**config.mk**
```make
export PLATFORM = sky130hd
export DESIGN_NAME = adcseq_top
export DESIGN_NICKNAME = d
export VERILOG_FILES = /design/src/adcseq_top.v /design/src/adcseq_clk_div.v
export VERILOG_INCLUDE_DIRS = /design/src
export SDC_FILE = /design/constraint.sdc
export NUM_CORES = 1
export LEC_CHECK = 0
export BUFFER_PORTS_ARGS = -buffer_cell sky130_fd_sc_hd__buf_4
export CORE_MARGIN = 5
export CORE_UTILIZATION = 45
export CTS_CLUSTER_SIZE = 28
export DETAILED_ROUTE_END_ITERATION = 8
export GPL_TIMING_DRIVEN = 0
export PLACE_DENSITY_LB_ADDON = 0.05
export SYNTH_ARGS = -nofsm -noshare
export SYNTH_HDL_FRONTEND = slang
export SYNTH_HIERARCHICAL = 1
export SYNTH_SLANG_ARGS = --single-unit
```
**constraint.sdc**
```tcl
create_clock -name ref_clk -period 4.8 [get_ports ref_clk]
set_input_delay 0.24 -clock ref_clk [delete_from_list [all_inputs] [get_ports ref_clk]]
set_output_delay 0.24 -clock ref_clk [all_outputs]
set_load 0.05 [all_outputs]
```
**src/adcseq_defines.vh**
```
// Purpose: Constants for the conversion sequencer: offsets, fields, resets, states.
// Assumes: 32-bit APB, byte addresses, one register per aligned word.
// Notes:   Summary of operation
// Summary of operation
// - Sample four clocks, then convert twelve.
// - Converter clock divided from system clock.
// - Converter usable only with power enable set.
// - Power enable clear switches analog circuitry off.
// - Source field picks pin or internal signal.
// - Reference select; supply needs default ref disconnect.
// - Format bit places result across two bytes.
// - Start pulse low-high-low launches a conversion.
// - Busy high during conversion, result then readable.
// - Unsigned 12-bit code, full scale fff.
// - Source codes map to pin, bandgap, amplifier, ground.
// - Divider select gives divide by 1 to 128.
// - Busy set on start; completion raises request flag.
`ifndef ADCSEQ_DEFINES_VH
`define ADCSEQ_DEFINES_VH

// Register byte offsets
`define ADCSEQ_OFS_CTRL0      8'h00
`define ADCSEQ_OFS_CTRL1      8'h04
`define ADCSEQ_OFS_RES_HIGH   8'h08
`define ADCSEQ_OFS_RES_LOW    8'h0c
`define ADCSEQ_OFS_INT_STAT   8'h10
`define ADCSEQ_OFS_INT_MASK   8'h14
`define ADCSEQ_OFS_INT_GLOBAL 8'h18

// First control register fields
`define ADCSEQ_C0_CHAN_LSB    0
`define ADCSEQ_C0_CHAN_MSB    3
`define ADCSEQ_C0_FORMAT      4
`define ADCSEQ_C0_POWER       5
`define ADCSEQ_C0_BUSY        6
`define ADCSEQ_C0_START       7

// Second control register fields
`define ADCSEQ_C1_DIV_LSB     0
`define ADCSEQ_C1_DIV_MSB     2
`define ADCSEQ_C1_REF_LSB     3
`define ADCSEQ_C1_REF_MSB     4
`define ADCSEQ_C1_SRC_LSB     5
`define ADCSEQ_C1_SRC_MSB     7
`define ADCSEQ_C1_REFOFF      8

// Interrupt bit position (status, mask and global share bit 0)
`define ADCSEQ_INT_DONE       0

// Reset values
`define ADCSEQ_RST_CHAN       4'h0
`define ADCSEQ_RST_DIV        3'h0
`define ADCSEQ_RST_REF        2'h0
`define ADCSEQ_RST_SRC        3'h0

// Input source codes
`define ADCSEQ_SRC_EXT        3'h0
`define ADCSEQ_SRC_BANDGAP    3'h1
`define ADCSEQ_SRC_AMP_OUT    3'h2
`define ADCSEQ_SRC_AMP_INP    3'h3
`define ADCSEQ_SRC_GND        3'h4

// Reference code that selects the supply
`define ADCSEQ_REF_SUPPLY     2'h1

// Conversion timing in converter clocks
`define ADCSEQ_SAMPLE_CLKS    4'h4
`define ADCSEQ_CONV_CLKS      4'hc
`define ADCSEQ_TOTAL_CLKS     5'h10

// Result
`define ADCSEQ_RES_WIDTH      12
`define ADCSEQ_RES_MSB_TRIAL  12'h800

// Sequencer states
`define ADCSEQ_ST_IDLE        2'h0
`define ADCSEQ_ST_SAMPLE      2'h1
`define ADCSEQ_ST_CONVERT     2'h2

`endif

```
**src/adcseq_top.v**
```verilog
// Purpose: APB-controlled sequencer for a 12-bit successive-approximation converter.
// Assumes: Comparator input is synchronous to ref_clk; analog parts are external.
// Notes:   One wait state on every APB access; unmapped addresses answer pslverr.
//
// The implementer's own choices: the register offsets and register access over APB.
`timescale 1ns/1ns
`include "adcseq_defines.vh"

module adcseq_top
(
    input  wire        ref_clk,
    input  wire        rst_n,
    input  wire        psel,
    input  wire        penable,
    input  wire        pwrite,
    input  wire [7:0]  paddr,
    input  wire [31:0] pwdata,
    output reg  [31:0] prdata,
    output reg         pready,
    output reg         pslverr,
    input  wire        cmpAbove,
    output reg  [11:0] dacTrial,
    output reg         convPowerOn,
    output reg         sampleActive,
    output reg         convertActive,
    output reg         extChanConnect,
    output reg  [3:0]  extChanSelect,
    output reg  [3:0]  internalSelect,
    output reg  [1:0]  refSourceSelect,
    output reg         defaultRefDisconnect,
    output reg         irq
);

    // Software-visible configuration
    reg  [3:0]  chanSel_ff;
    reg         formatSel_ff;
    reg         powerEn_ff;
    reg         start_ff;
    reg         startPrev_ff;
    reg  [2:0]  divSel_ff;
    reg  [1:0]  refSel_ff;
    reg  [2:0]  srcSel_ff;
    reg         refOff_ff;
    reg         doneFlag_ff;
    reg         doneMask_ff;
    reg         globalIe_ff;

    // Sequencer state
    reg  [1:0]  state_ff;
    reg  [1:0]  nxt_state;
    reg  [3:0]  clkCnt_ff;
    reg  [3:0]  nxt_clkCnt;
    reg  [11:0] trial_ff;
    reg  [11:0] nxt_trial;
    reg  [11:0] bitMask_ff;
    reg  [11:0] nxt_bitMask;
    reg  [11:0] result_ff;
    reg  [11:0] nxt_result;
    reg         busy_ff;
    reg         nxt_busy;
    reg         doneEvent;

    wire        convTick;
    wire        accessPhase;
    wire        wrEn;
    wire        rdEn;
    wire        startLaunch;
    wire        holdReset;
    wire [11:0] keptTrial;
    wire [7:0]  resHigh;
    wire [7:0]  resLow;
    reg  [31:0] nxt_rdata;
    reg         nxt_err;

    // APB decode; the write lands on the edge that samples pready high
    assign accessPhase = psel && penable;
    assign wrEn        = accessPhase && pready && pwrite;
    assign rdEn        = accessPhase && !pready && !pwrite;

    // Launch on the falling edge of the start bit; high level holds in reset
    assign holdReset   = start_ff || !powerEn_ff;
    assign startLaunch = startPrev_ff && !start_ff && powerEn_ff;

    adcseq_clk_div u_div
    (
        .ref_clk (ref_clk),
        .rst_n   (rst_n),
        .clear   (holdReset || startLaunch),
        .sel     (divSel_ff),
        .tick    (convTick)
    );

    // Bit kept when comparator says input lies at or above the trial level
    assign keptTrial = cmpAbove ? trial_ff : (trial_ff & ~bitMask_ff);

    // Sequencer: four sampling clocks, then one bit decided per clock for twelve
    always @*
    begin
        nxt_state   = state_ff;
        nxt_clkCnt  = clkCnt_ff;
        nxt_trial   = trial_ff;
        nxt_bitMask = bitMask_ff;
        nxt_result  = result_ff;
        nxt_busy    = busy_ff;
        doneEvent   = 1'b0;
        if (holdReset)
        begin
            nxt_state   = `ADCSEQ_ST_IDLE;
            nxt_clkCnt  = 4'h0;
            nxt_trial   = 12'h000;
            nxt_bitMask = 12'h000;
            nxt_busy    = 1'b0;
        end
        else if (startLaunch)
        begin
            nxt_state   = `ADCSEQ_ST_SAMPLE;
            nxt_clkCnt  = 4'h0;
            nxt_trial   = 12'h000;
            nxt_bitMask = 12'h000;
            nxt_busy    = 1'b1;
        end
        else if (convTick)
        begin
            case (state_ff)
                `ADCSEQ_ST_IDLE:
                begin
                    nxt_state = `ADCSEQ_ST_IDLE;
                end
                `ADCSEQ_ST_SAMPLE:
                begin
                    if (clkCnt_ff == (`ADCSEQ_SAMPLE_CLKS - 4'h1))
                    begin
                        nxt_state   = `ADCSEQ_ST_CONVERT;
                        nxt_clkCnt  = 4'h0;
                        nxt_trial   = `ADCSEQ_RES_MSB_TRIAL;
                        nxt_bitMask = `ADCSEQ_RES_MSB_TRIAL;
                    end
                    else
                    begin
                        nxt_clkCnt = clkCnt_ff + 4'h1;
                    end
                end
                `ADCSEQ_ST_CONVERT:
                begin
                    if (clkCnt_ff == (`ADCSEQ_CONV_CLKS - 4'h1))
                    begin
                        nxt_state   = `ADCSEQ_ST_IDLE;
                        nxt_clkCnt  = 4'h0;
                        nxt_result  = keptTrial;
                        nxt_trial   = 12'h000;
                        nxt_bitMask = 12'h000;
                        nxt_busy    = 1'b0;
                        doneEvent   = 1'b1;
                    end
                    else
                    begin
                        nxt_clkCnt  = clkCnt_ff + 4'h1;
                        nxt_bitMask = bitMask_ff >> 1;
                        nxt_trial   = keptTrial | (bitMask_ff >> 1);
                    end
                end
                default:
                begin
                    nxt_state = `ADCSEQ_ST_IDLE;
                    nxt_busy  = 1'b0;
                end
            endcase
        end
    end

    always @(posedge ref_clk or negedge rst_n)
    begin
        if (!rst_n)
        begin
            state_ff     <= `ADCSEQ_ST_IDLE;
            clkCnt_ff    <= 4'h0;
            trial_ff     <= 12'h000;
            bitMask_ff   <= 12'h000;
            result_ff    <= 12'h000;
            busy_ff      <= 1'b0;
            startPrev_ff <= 1'b0;
        end
        else
        begin
            state_ff     <= nxt_state;
            clkCnt_ff    <= nxt_clkCnt;
            trial_ff     <= nxt_trial;
            bitMask_ff   <= nxt_bitMask;
            result_ff    <= nxt_result;
            busy_ff      <= nxt_busy;
            startPrev_ff <= start_ff;
        end
    end

    // Result placement: format 0 left-justifies, format 1 right-justifies
    assign resHigh = formatSel_ff ? {4'h0, result_ff[11:8]} : result_ff[11:4];
    assign resLow  = formatSel_ff ? result_ff[7:0] : {result_ff[3:0], 4'h0};

    // Register writes; only the done flag is cleared by writing one
    always @(posedge ref_clk or negedge rst_n)
    begin
        if (!rst_n)
        begin
            chanSel_ff   <= `ADCSEQ_RST_CHAN;
            formatSel_ff <= 1'b0;
            powerEn_ff   <= 1'b0;
            start_ff     <= 1'b0;
            divSel_ff    <= `ADCSEQ_RST_DIV;
            refSel_ff    <= `ADCSEQ_RST_REF;
            srcSel_ff    <= `ADCSEQ_RST_SRC;
            refOff_ff    <= 1'b0;
            doneMask_ff  <= 1'b0;
            globalIe_ff  <= 1'b0;
        end
        else if (wrEn)
        begin
            case (paddr)
                `ADCSEQ_OFS_CTRL0:
                begin
                    chanSel_ff   <= pwdata[`ADCSEQ_C0_CHAN_MSB:`ADCSEQ_C0_CHAN_LSB];
                    formatSel_ff <= pwdata[`ADCSEQ_C0_FORMAT];
                    powerEn_ff   <= pwdata[`ADCSEQ_C0_POWER];
                    start_ff     <= pwdata[`ADCSEQ_C0_START];
                end
                `ADCSEQ_OFS_CTRL1:
                begin
                    divSel_ff <= pwdata[`ADCSEQ_C1_DIV_MSB:`ADCSEQ_C1_DIV_LSB];
                    refSel_ff <= pwdata[`ADCSEQ_C1_REF_MSB:`ADCSEQ_C1_REF_LSB];
                    srcSel_ff <= pwdata[`ADCSEQ_C1_SRC_MSB:`ADCSEQ_C1_SRC_LSB];
                    refOff_ff <= pwdata[`ADCSEQ_C1_REFOFF];
                end
                `ADCSEQ_OFS_INT_MASK:
                begin
                    doneMask_ff <= pwdata[`ADCSEQ_INT_DONE];
                end
                `ADCSEQ_OFS_INT_GLOBAL:
                begin
                    globalIe_ff <= pwdata[`ADCSEQ_INT_DONE];
                end
                default:
                begin
                    chanSel_ff <= chanSel_ff;
                end
            endcase
        end
    end

    // Sticky done flag; a completion in the clearing cycle wins over the clear
    always @(posedge ref_clk or negedge rst_n)
    begin
        if (!rst_n)
            doneFlag_ff <= 1'b0;
        else if (doneEvent)
            doneFlag_ff <= 1'b1;
        else if (wrEn && (paddr == `ADCSEQ_OFS_INT_STAT) && pwdata[`ADCSEQ_INT_DONE])
            doneFlag_ff <= 1'b0;
    end

    // Read mux; unmapped addresses read zero and flag an error
    always @*
    begin
        nxt_rdata = 32'h0000_0000;
        nxt_err   = 1'b0;
        case (paddr)
            `ADCSEQ_OFS_CTRL0:
            begin
                nxt_rdata[`ADCSEQ_C0_CHAN_MSB:`ADCSEQ_C0_CHAN_LSB] = chanSel_ff;
                nxt_rdata[`ADCSEQ_C0_FORMAT] = formatSel_ff;
                nxt_rdata[`ADCSEQ_C0_POWER]  = powerEn_ff;
                nxt_rdata[`ADCSEQ_C0_BUSY]   = busy_ff;
                nxt_rdata[`ADCSEQ_C0_START]  = start_ff;
            end
            `ADCSEQ_OFS_CTRL1:
            begin
                nxt_rdata[`ADCSEQ_C1_DIV_MSB:`ADCSEQ_C1_DIV_LSB] = divSel_ff;
                nxt_rdata[`ADCSEQ_C1_REF_MSB:`ADCSEQ_C1_REF_LSB] = refSel_ff;
                nxt_rdata[`ADCSEQ_C1_SRC_MSB:`ADCSEQ_C1_SRC_LSB] = srcSel_ff;
                nxt_rdata[`ADCSEQ_C1_REFOFF] = refOff_ff;
            end
            `ADCSEQ_OFS_RES_HIGH:
            begin
                nxt_rdata[7:0] = resHigh;
            end
            `ADCSEQ_OFS_RES_LOW:
            begin
                nxt_rdata[7:0] = resLow;
            end
            `ADCSEQ_OFS_INT_STAT:
            begin
                nxt_rdata[`ADCSEQ_INT_DONE] = doneFlag_ff;
            end
            `ADCSEQ_OFS_INT_MASK:
            begin
                nxt_rdata[`ADCSEQ_INT_DONE] = doneMask_ff;
            end
            `ADCSEQ_OFS_INT_GLOBAL:
            begin
                nxt_rdata[`ADCSEQ_INT_DONE] = globalIe_ff;
            end
            default:
            begin
                nxt_err = 1'b1;
            end
        endcase
    end

    // Registered answer: pready rises one cycle into the access phase
    always @(posedge ref_clk or negedge rst_n)
    begin
        if (!rst_n)
        begin
            pready  <= 1'b0;
            pslverr <= 1'b0;
            prdata  <= 32'h0000_0000;
        end
        else
        begin
            pready  <= accessPhase && !pready;
            pslverr <= accessPhase && !pready && nxt_err;
            if (rdEn)
                prdata <= nxt_rdata;
        end
    end

    // Analog controls forced off, and defaultRefDisconnect forced high, while the power enable is clear
    always @(posedge ref_clk or negedge rst_n)
    begin
        if (!rst_n)
        begin
            convPowerOn          <= 1'b0;
            sampleActive         <= 1'b0;
            convertActive        <= 1'b0;
            dacTrial             <= 12'h000;
            extChanConnect       <= 1'b0;
            extChanSelect        <= 4'h0;
            internalSelect       <= 4'h0;
            refSourceSelect      <= 2'h0;
            defaultRefDisconnect <= 1'b0;
        end
        else
        begin
            convPowerOn     <= powerEn_ff;
            sampleActive    <= (nxt_state == `ADCSEQ_ST_SAMPLE);
            convertActive   <= (nxt_state == `ADCSEQ_ST_CONVERT);
            dacTrial        <= nxt_trial;
            extChanSelect   <= powerEn_ff ? chanSel_ff : 4'h0;
            refSourceSelect <= powerEn_ff ? refSel_ff : 2'h0;
            // Software must set the disconnect when the supply is the reference
            defaultRefDisconnect <= refOff_ff || !powerEn_ff;
            extChanConnect  <= 1'b0;
            internalSelect  <= 4'h0;
            if (powerEn_ff)
            begin
                case (srcSel_ff)
                    `ADCSEQ_SRC_BANDGAP: internalSelect <= 4'h1;
                    `ADCSEQ_SRC_AMP_OUT: internalSelect <= 4'h2;
                    `ADCSEQ_SRC_AMP_INP: internalSelect <= 4'h4;
                    `ADCSEQ_SRC_GND:     internalSelect <= 4'h8;
                    default:             extChanConnect <= 1'b1;
                endcase
            end
        end
    end

    // Level interrupt: needs the global enable and the done mask bit
    always @(posedge ref_clk or negedge rst_n)
    begin
        if (!rst_n)
            irq <= 1'b0;
        else
            irq <= doneFlag_ff && doneMask_ff && globalIe_ff;
    end

endmodule

```
**src/adcseq_clk_div.v**
```verilog
// Purpose: Converter clock divider giving one tick per 2**sel system clocks.
// Assumes: sel is stable during a conversion; clear restarts the count.
// Notes:   Tick is a one-cycle pulse; code 0 ticks on every clock.
`timescale 1ns/1ns

module adcseq_clk_div
(
    input  wire       ref_clk,
    input  wire       rst_n,
    input  wire       clear,
    input  wire [2:0] sel,
    output reg        tick
);

    reg  [6:0] cnt_ff;
    reg  [6:0] nxt_cnt;
    wire [6:0] limit;

    // Terminal count is 2**sel - 1
    assign limit = (7'h7f >> (3'h7 - sel));

    // Free counter; clear aligns the first tick with the start of sampling
    always @*
    begin
        if (clear || (cnt_ff == limit))
            nxt_cnt = 7'h00;
        else
            nxt_cnt = cnt_ff + 7'h01;
    end

    always @(posedge ref_clk or negedge rst_n)
    begin
        if (!rst_n)
        begin
            cnt_ff <= 7'h00;
            tick   <= 1'b0;
        end
        else
        begin
            cnt_ff <= nxt_cnt;
            // Looks at the next count so the first tick lands one period after a clear
            tick   <= (nxt_cnt == limit);
        end
    end

endmodule

```
==> summary.txt <==
Layout
  • Number of antenna repair diodes: 0
  • Multi-input gate area: 2220 sq um
  • Reg area: 2450 sq um
  • Share of cells above drive strength 1: 24.4%
  • Layout fillers: 1005
  • Area Overhead vs Synth: 19.0%
  • Nets: 627
  • Finished Layout Cells: 721

Timing
  • Slew Limit Fails: 0
  • Fmax achieved: 0.415 GHz
  • Final setup fails: 0
  • Min cycle time layout: 2.41 ns
  • Tightest Pin Transition: 0.699 ns
  • Hold Vio Cnt, Final: 0
  • Final Worst Setup Slack: 2.39 ns
  • Final clock period utilization by the worst path: 50.2%
  • Rel. slew slack: 53.4%
  • RSZ-0062 raised after global routing: no
  • Final clock skew: 0.0118 ns
  • Setup total negative slack: 0 ns

Placement
  • I/O Buffers: 60
  • Placed insts: 703
  • Post-placement worst setup slack: 2.29 ns
  • GPL Wtd Cong: 0.838
  • Dpl hpwl: 8.39 mm

Setup path
  • Startpoint Class: flop
  • Data required time of the worst path: 5.07 ns
  • Critical path arrival: 2.68 ns
  • R2R cell count: 9
  • Kind of critical path: reg -> reg
  • Crit-path max FO: 8
  • Worst setup EP type: flop

Status
  • Status: finished clean

Clock tree
  • Sink Count: 98
  • CTS Buffer Depth: 2
  • Clock Latency Late Sink: 0.37 ns
  • Setup Buffers After CTS: 0
  • Clock Pin Slew Worst Setup and Hold Paths: 0.11 ns
  • CTS Root Cell: clkbuf_8
  • CTS resizes: 0
  • Num CTS Buffers: 9
  • Htree depth: 3
  • CTS tree: yes

Drt
  • ANT nets after route: 0
  • Final WL: 11.3 mm
  • DR WL/cell: 15.7 microns
  • DRC: 0
  • DR vias: 3869
  • Initial DRC Count: 124
  • 1st-pass router iterations: 4
  • Via density: 5.37

Floorplan
  • Ports: 108
  • Die Footprint: 13200 sq um
  • Initial Utilization: 45.7%
  • Standard-cell rows: 38
  • Die W: 115 microns
  • Die Ht: 115 microns
  • Core area: 10800 sq um

Synth
  • Number of flops mapped to enable cells by yosys: 0
  • Post-synthesis sequential area ratio: 49.5%
  • Synth warn: 6
  • Main synth FF type: dfrtp_1
  • Top cell type by total area after synthesis: dfrtp_1
  • Cell Area, Synth: 4960 sq um
  • Most frequent cells after synthesis: dfrtp_1 (98), nand2_1 (37), nor2_1 (35)
  • Asr flop ratio synth: 100%
  • Post-synthesis cell type count: 66
  • Main area contributors after synthesis: dfrtp_1 (49%), mux2_2 (5.2%), a22o_1 (3.9%), buf_4 (3.6%), nand2_1 (2.8%)
  • Syn Area/Cell: 10.3 sq um
  • Count leader, synth: dfrtp_1
  • Yosys reg bits: 98
  • Syn Inst Count: 481
  • Post-synth top area share: 49.5%

Power
  • Static leakage: 2.81 nW
  • Peak VDD IR: 0.156 mV
  • Power Density: 263 nW/um^2

Hold path
  • Hold depth: 2
  • HP Class: in -> reg

GRT
  • Vias in the first global route: 3692
  • All-layer global routing usage: 17.4%
  • Total gr overflow: 0
  • Pin count of the biggest net entering global routing: 99
  • First-pass GRT wire length: 18.5 mm
  • Antenna violations before repair: 0

Job
  • Max_cap viols: 0
flip-flops by register name (all words and copies together), names as in the netlist, 2 cells and up:
| name | flops |
|---|---|
| bitMask_ff | 12 |
| refSel_ff | 2 |
| internalSelect | 4 |
| dacTrial | 12 |
| state_ff | 2 |
| extChanSelect | 4 |
| u_div/cnt_ff | 7 |
| prdata | 9 |
| chanSel_ff | 4 |
| refSourceSelect | 2 |
| clkCnt_ff | 4 |
| divSel_ff | 3 |
| srcSel_ff | 3 |
| result_ff | 12 |
worst paths after layout:
kind | startpoint | to | slack (ns)
worst max-delay path | u_div/cnt_ff[0]$_DFF_PN0_ | u_div/tick$_DFF_PN0_ | 2.39
worst min-delay path | pwdata[8] | refOff_ff$_DFFE_PN0P_ | 0.1
worst max register to register | u_div/cnt_ff[0]$_DFF_PN0_ | u_div/tick$_DFF_PN0_ | 2.39
worst min register to register | start_ff$_DFFE_PN0P_ | startPrev_ff$_DFF_PN0_ | 0.48
max in group asynchronous | rst_n | result_ff[9]$_DFFE_PN0P_ | 3.71
min in group asynchronous | rst_n | u_div/cnt_ff[3]$_DFF_PN0_ | 0.44
worst max-delay path, stage by stage, from the launching register on:
cell and delay (ns):
dfrtp_1 0.48, ha_1 0.18, clkbuf_1 0.26, nand2_1 0.13, nor2_1 0.15, xnor2_1 0.23, mux2i_1 0.23, a32oi_1 0.07
or3_1 0.34, a221oi_2 0.26
layer usage:
layer / GRT usage [%] / routed length (microns) / vias up
li1: - / - / 1868
met1: 25.0 / 5320 / 1887
met2: 26.9 / 5190 / 103
met3: 4.21 / 644 / 11
met4: 4.07 / 158 / 0
met5: 0 / 0 / -
through the flow:
| step | instance area [sq um] | power (mW) | utilization [%] | hold slack [ns] |
|---|---|---|---|---|
| finish | 5900 | 1.55 | 54.4 | 0.0994 |
| global route | 5900 | 1.62 | 54.4 | 0.0857 |
| CTS | 5860 | 1.56 | 54.1 | 0.0874 |
| detailed placement | 5660 | 1.04 | 52.3 | 0.468 |
| global placement | 5660 | 1.04 | 52.3 | 0.459 |
| floorplan | 5040 | 0.981 | - | -0.0556 |
cell type report:
| cell class | count | area share [%] |
|---|---|---|
| Inverter | 22 | 1.40 |
| Clock inverter | 7 | 1.21 |
| Sequential cell | 98 | 41.6 |
| Timing Repair Buffer | 62 | 8.27 |
| Clock buffer | 9 | 2.10 |
| Multi-Input combinational cell | 335 | 37.6 |
| Buffer | 48 | 4.84 |
| Tap cell | 140 | 2.97 |
repair_timing:
item,CTS,global route
setup endpoints to repair,0,0
hold endpoints to repair,0,51
hold buffers,0,1
layout by cell type (no fill, tap or decap), types with 8 or more instances in the layout:
| cell | n |
|---|---|
| dfrtp_1 | 98 |
| buf_4 | 84 |
| nand2_1 | 37 |
| nor2_1 | 35 |
| o21ai_0 | 25 |
| mux2_2 | 23 |
| conb_1 | 23 |
| inv_1 | 22 |
| a22o_1 | 22 |
| nand3_1 | 17 |
| clkbuf_1 | 15 |
| a21oi_1 | 15 |
| nor2b_1 | 12 |
| clkbuf_8 | 9 |
| and2_1 | 8 |
| a221oi_1 | 8 |
| mux2i_1 | 8 |
| o31ai_1 | 8 |
| xnor2_1 | 8 |
kinds of logic after synthesis:
group                      after synthesis  synth area share (%)
adders and majority gates                5                  1.26
xor gates and xnor gates                14                  2.47
buffers and inverters                   70                  7.42
muxes                                   33                  7.52
and+or+nand+nor                        150                  16.1
DFF                                     98                  49.5
other                                    1                0.0757
AOI/OAI and AO/OA                      110                  15.7
where the power goes:
part	internal, mW	switching (mW)	total [mW]
registers	0.836	0.00637	0.843
logic	0.0556	0.130	0.185
clock network	0.203	0.318	0.521
total	1.09	0.454	1.55
Power figures use the tool's default switching activity.
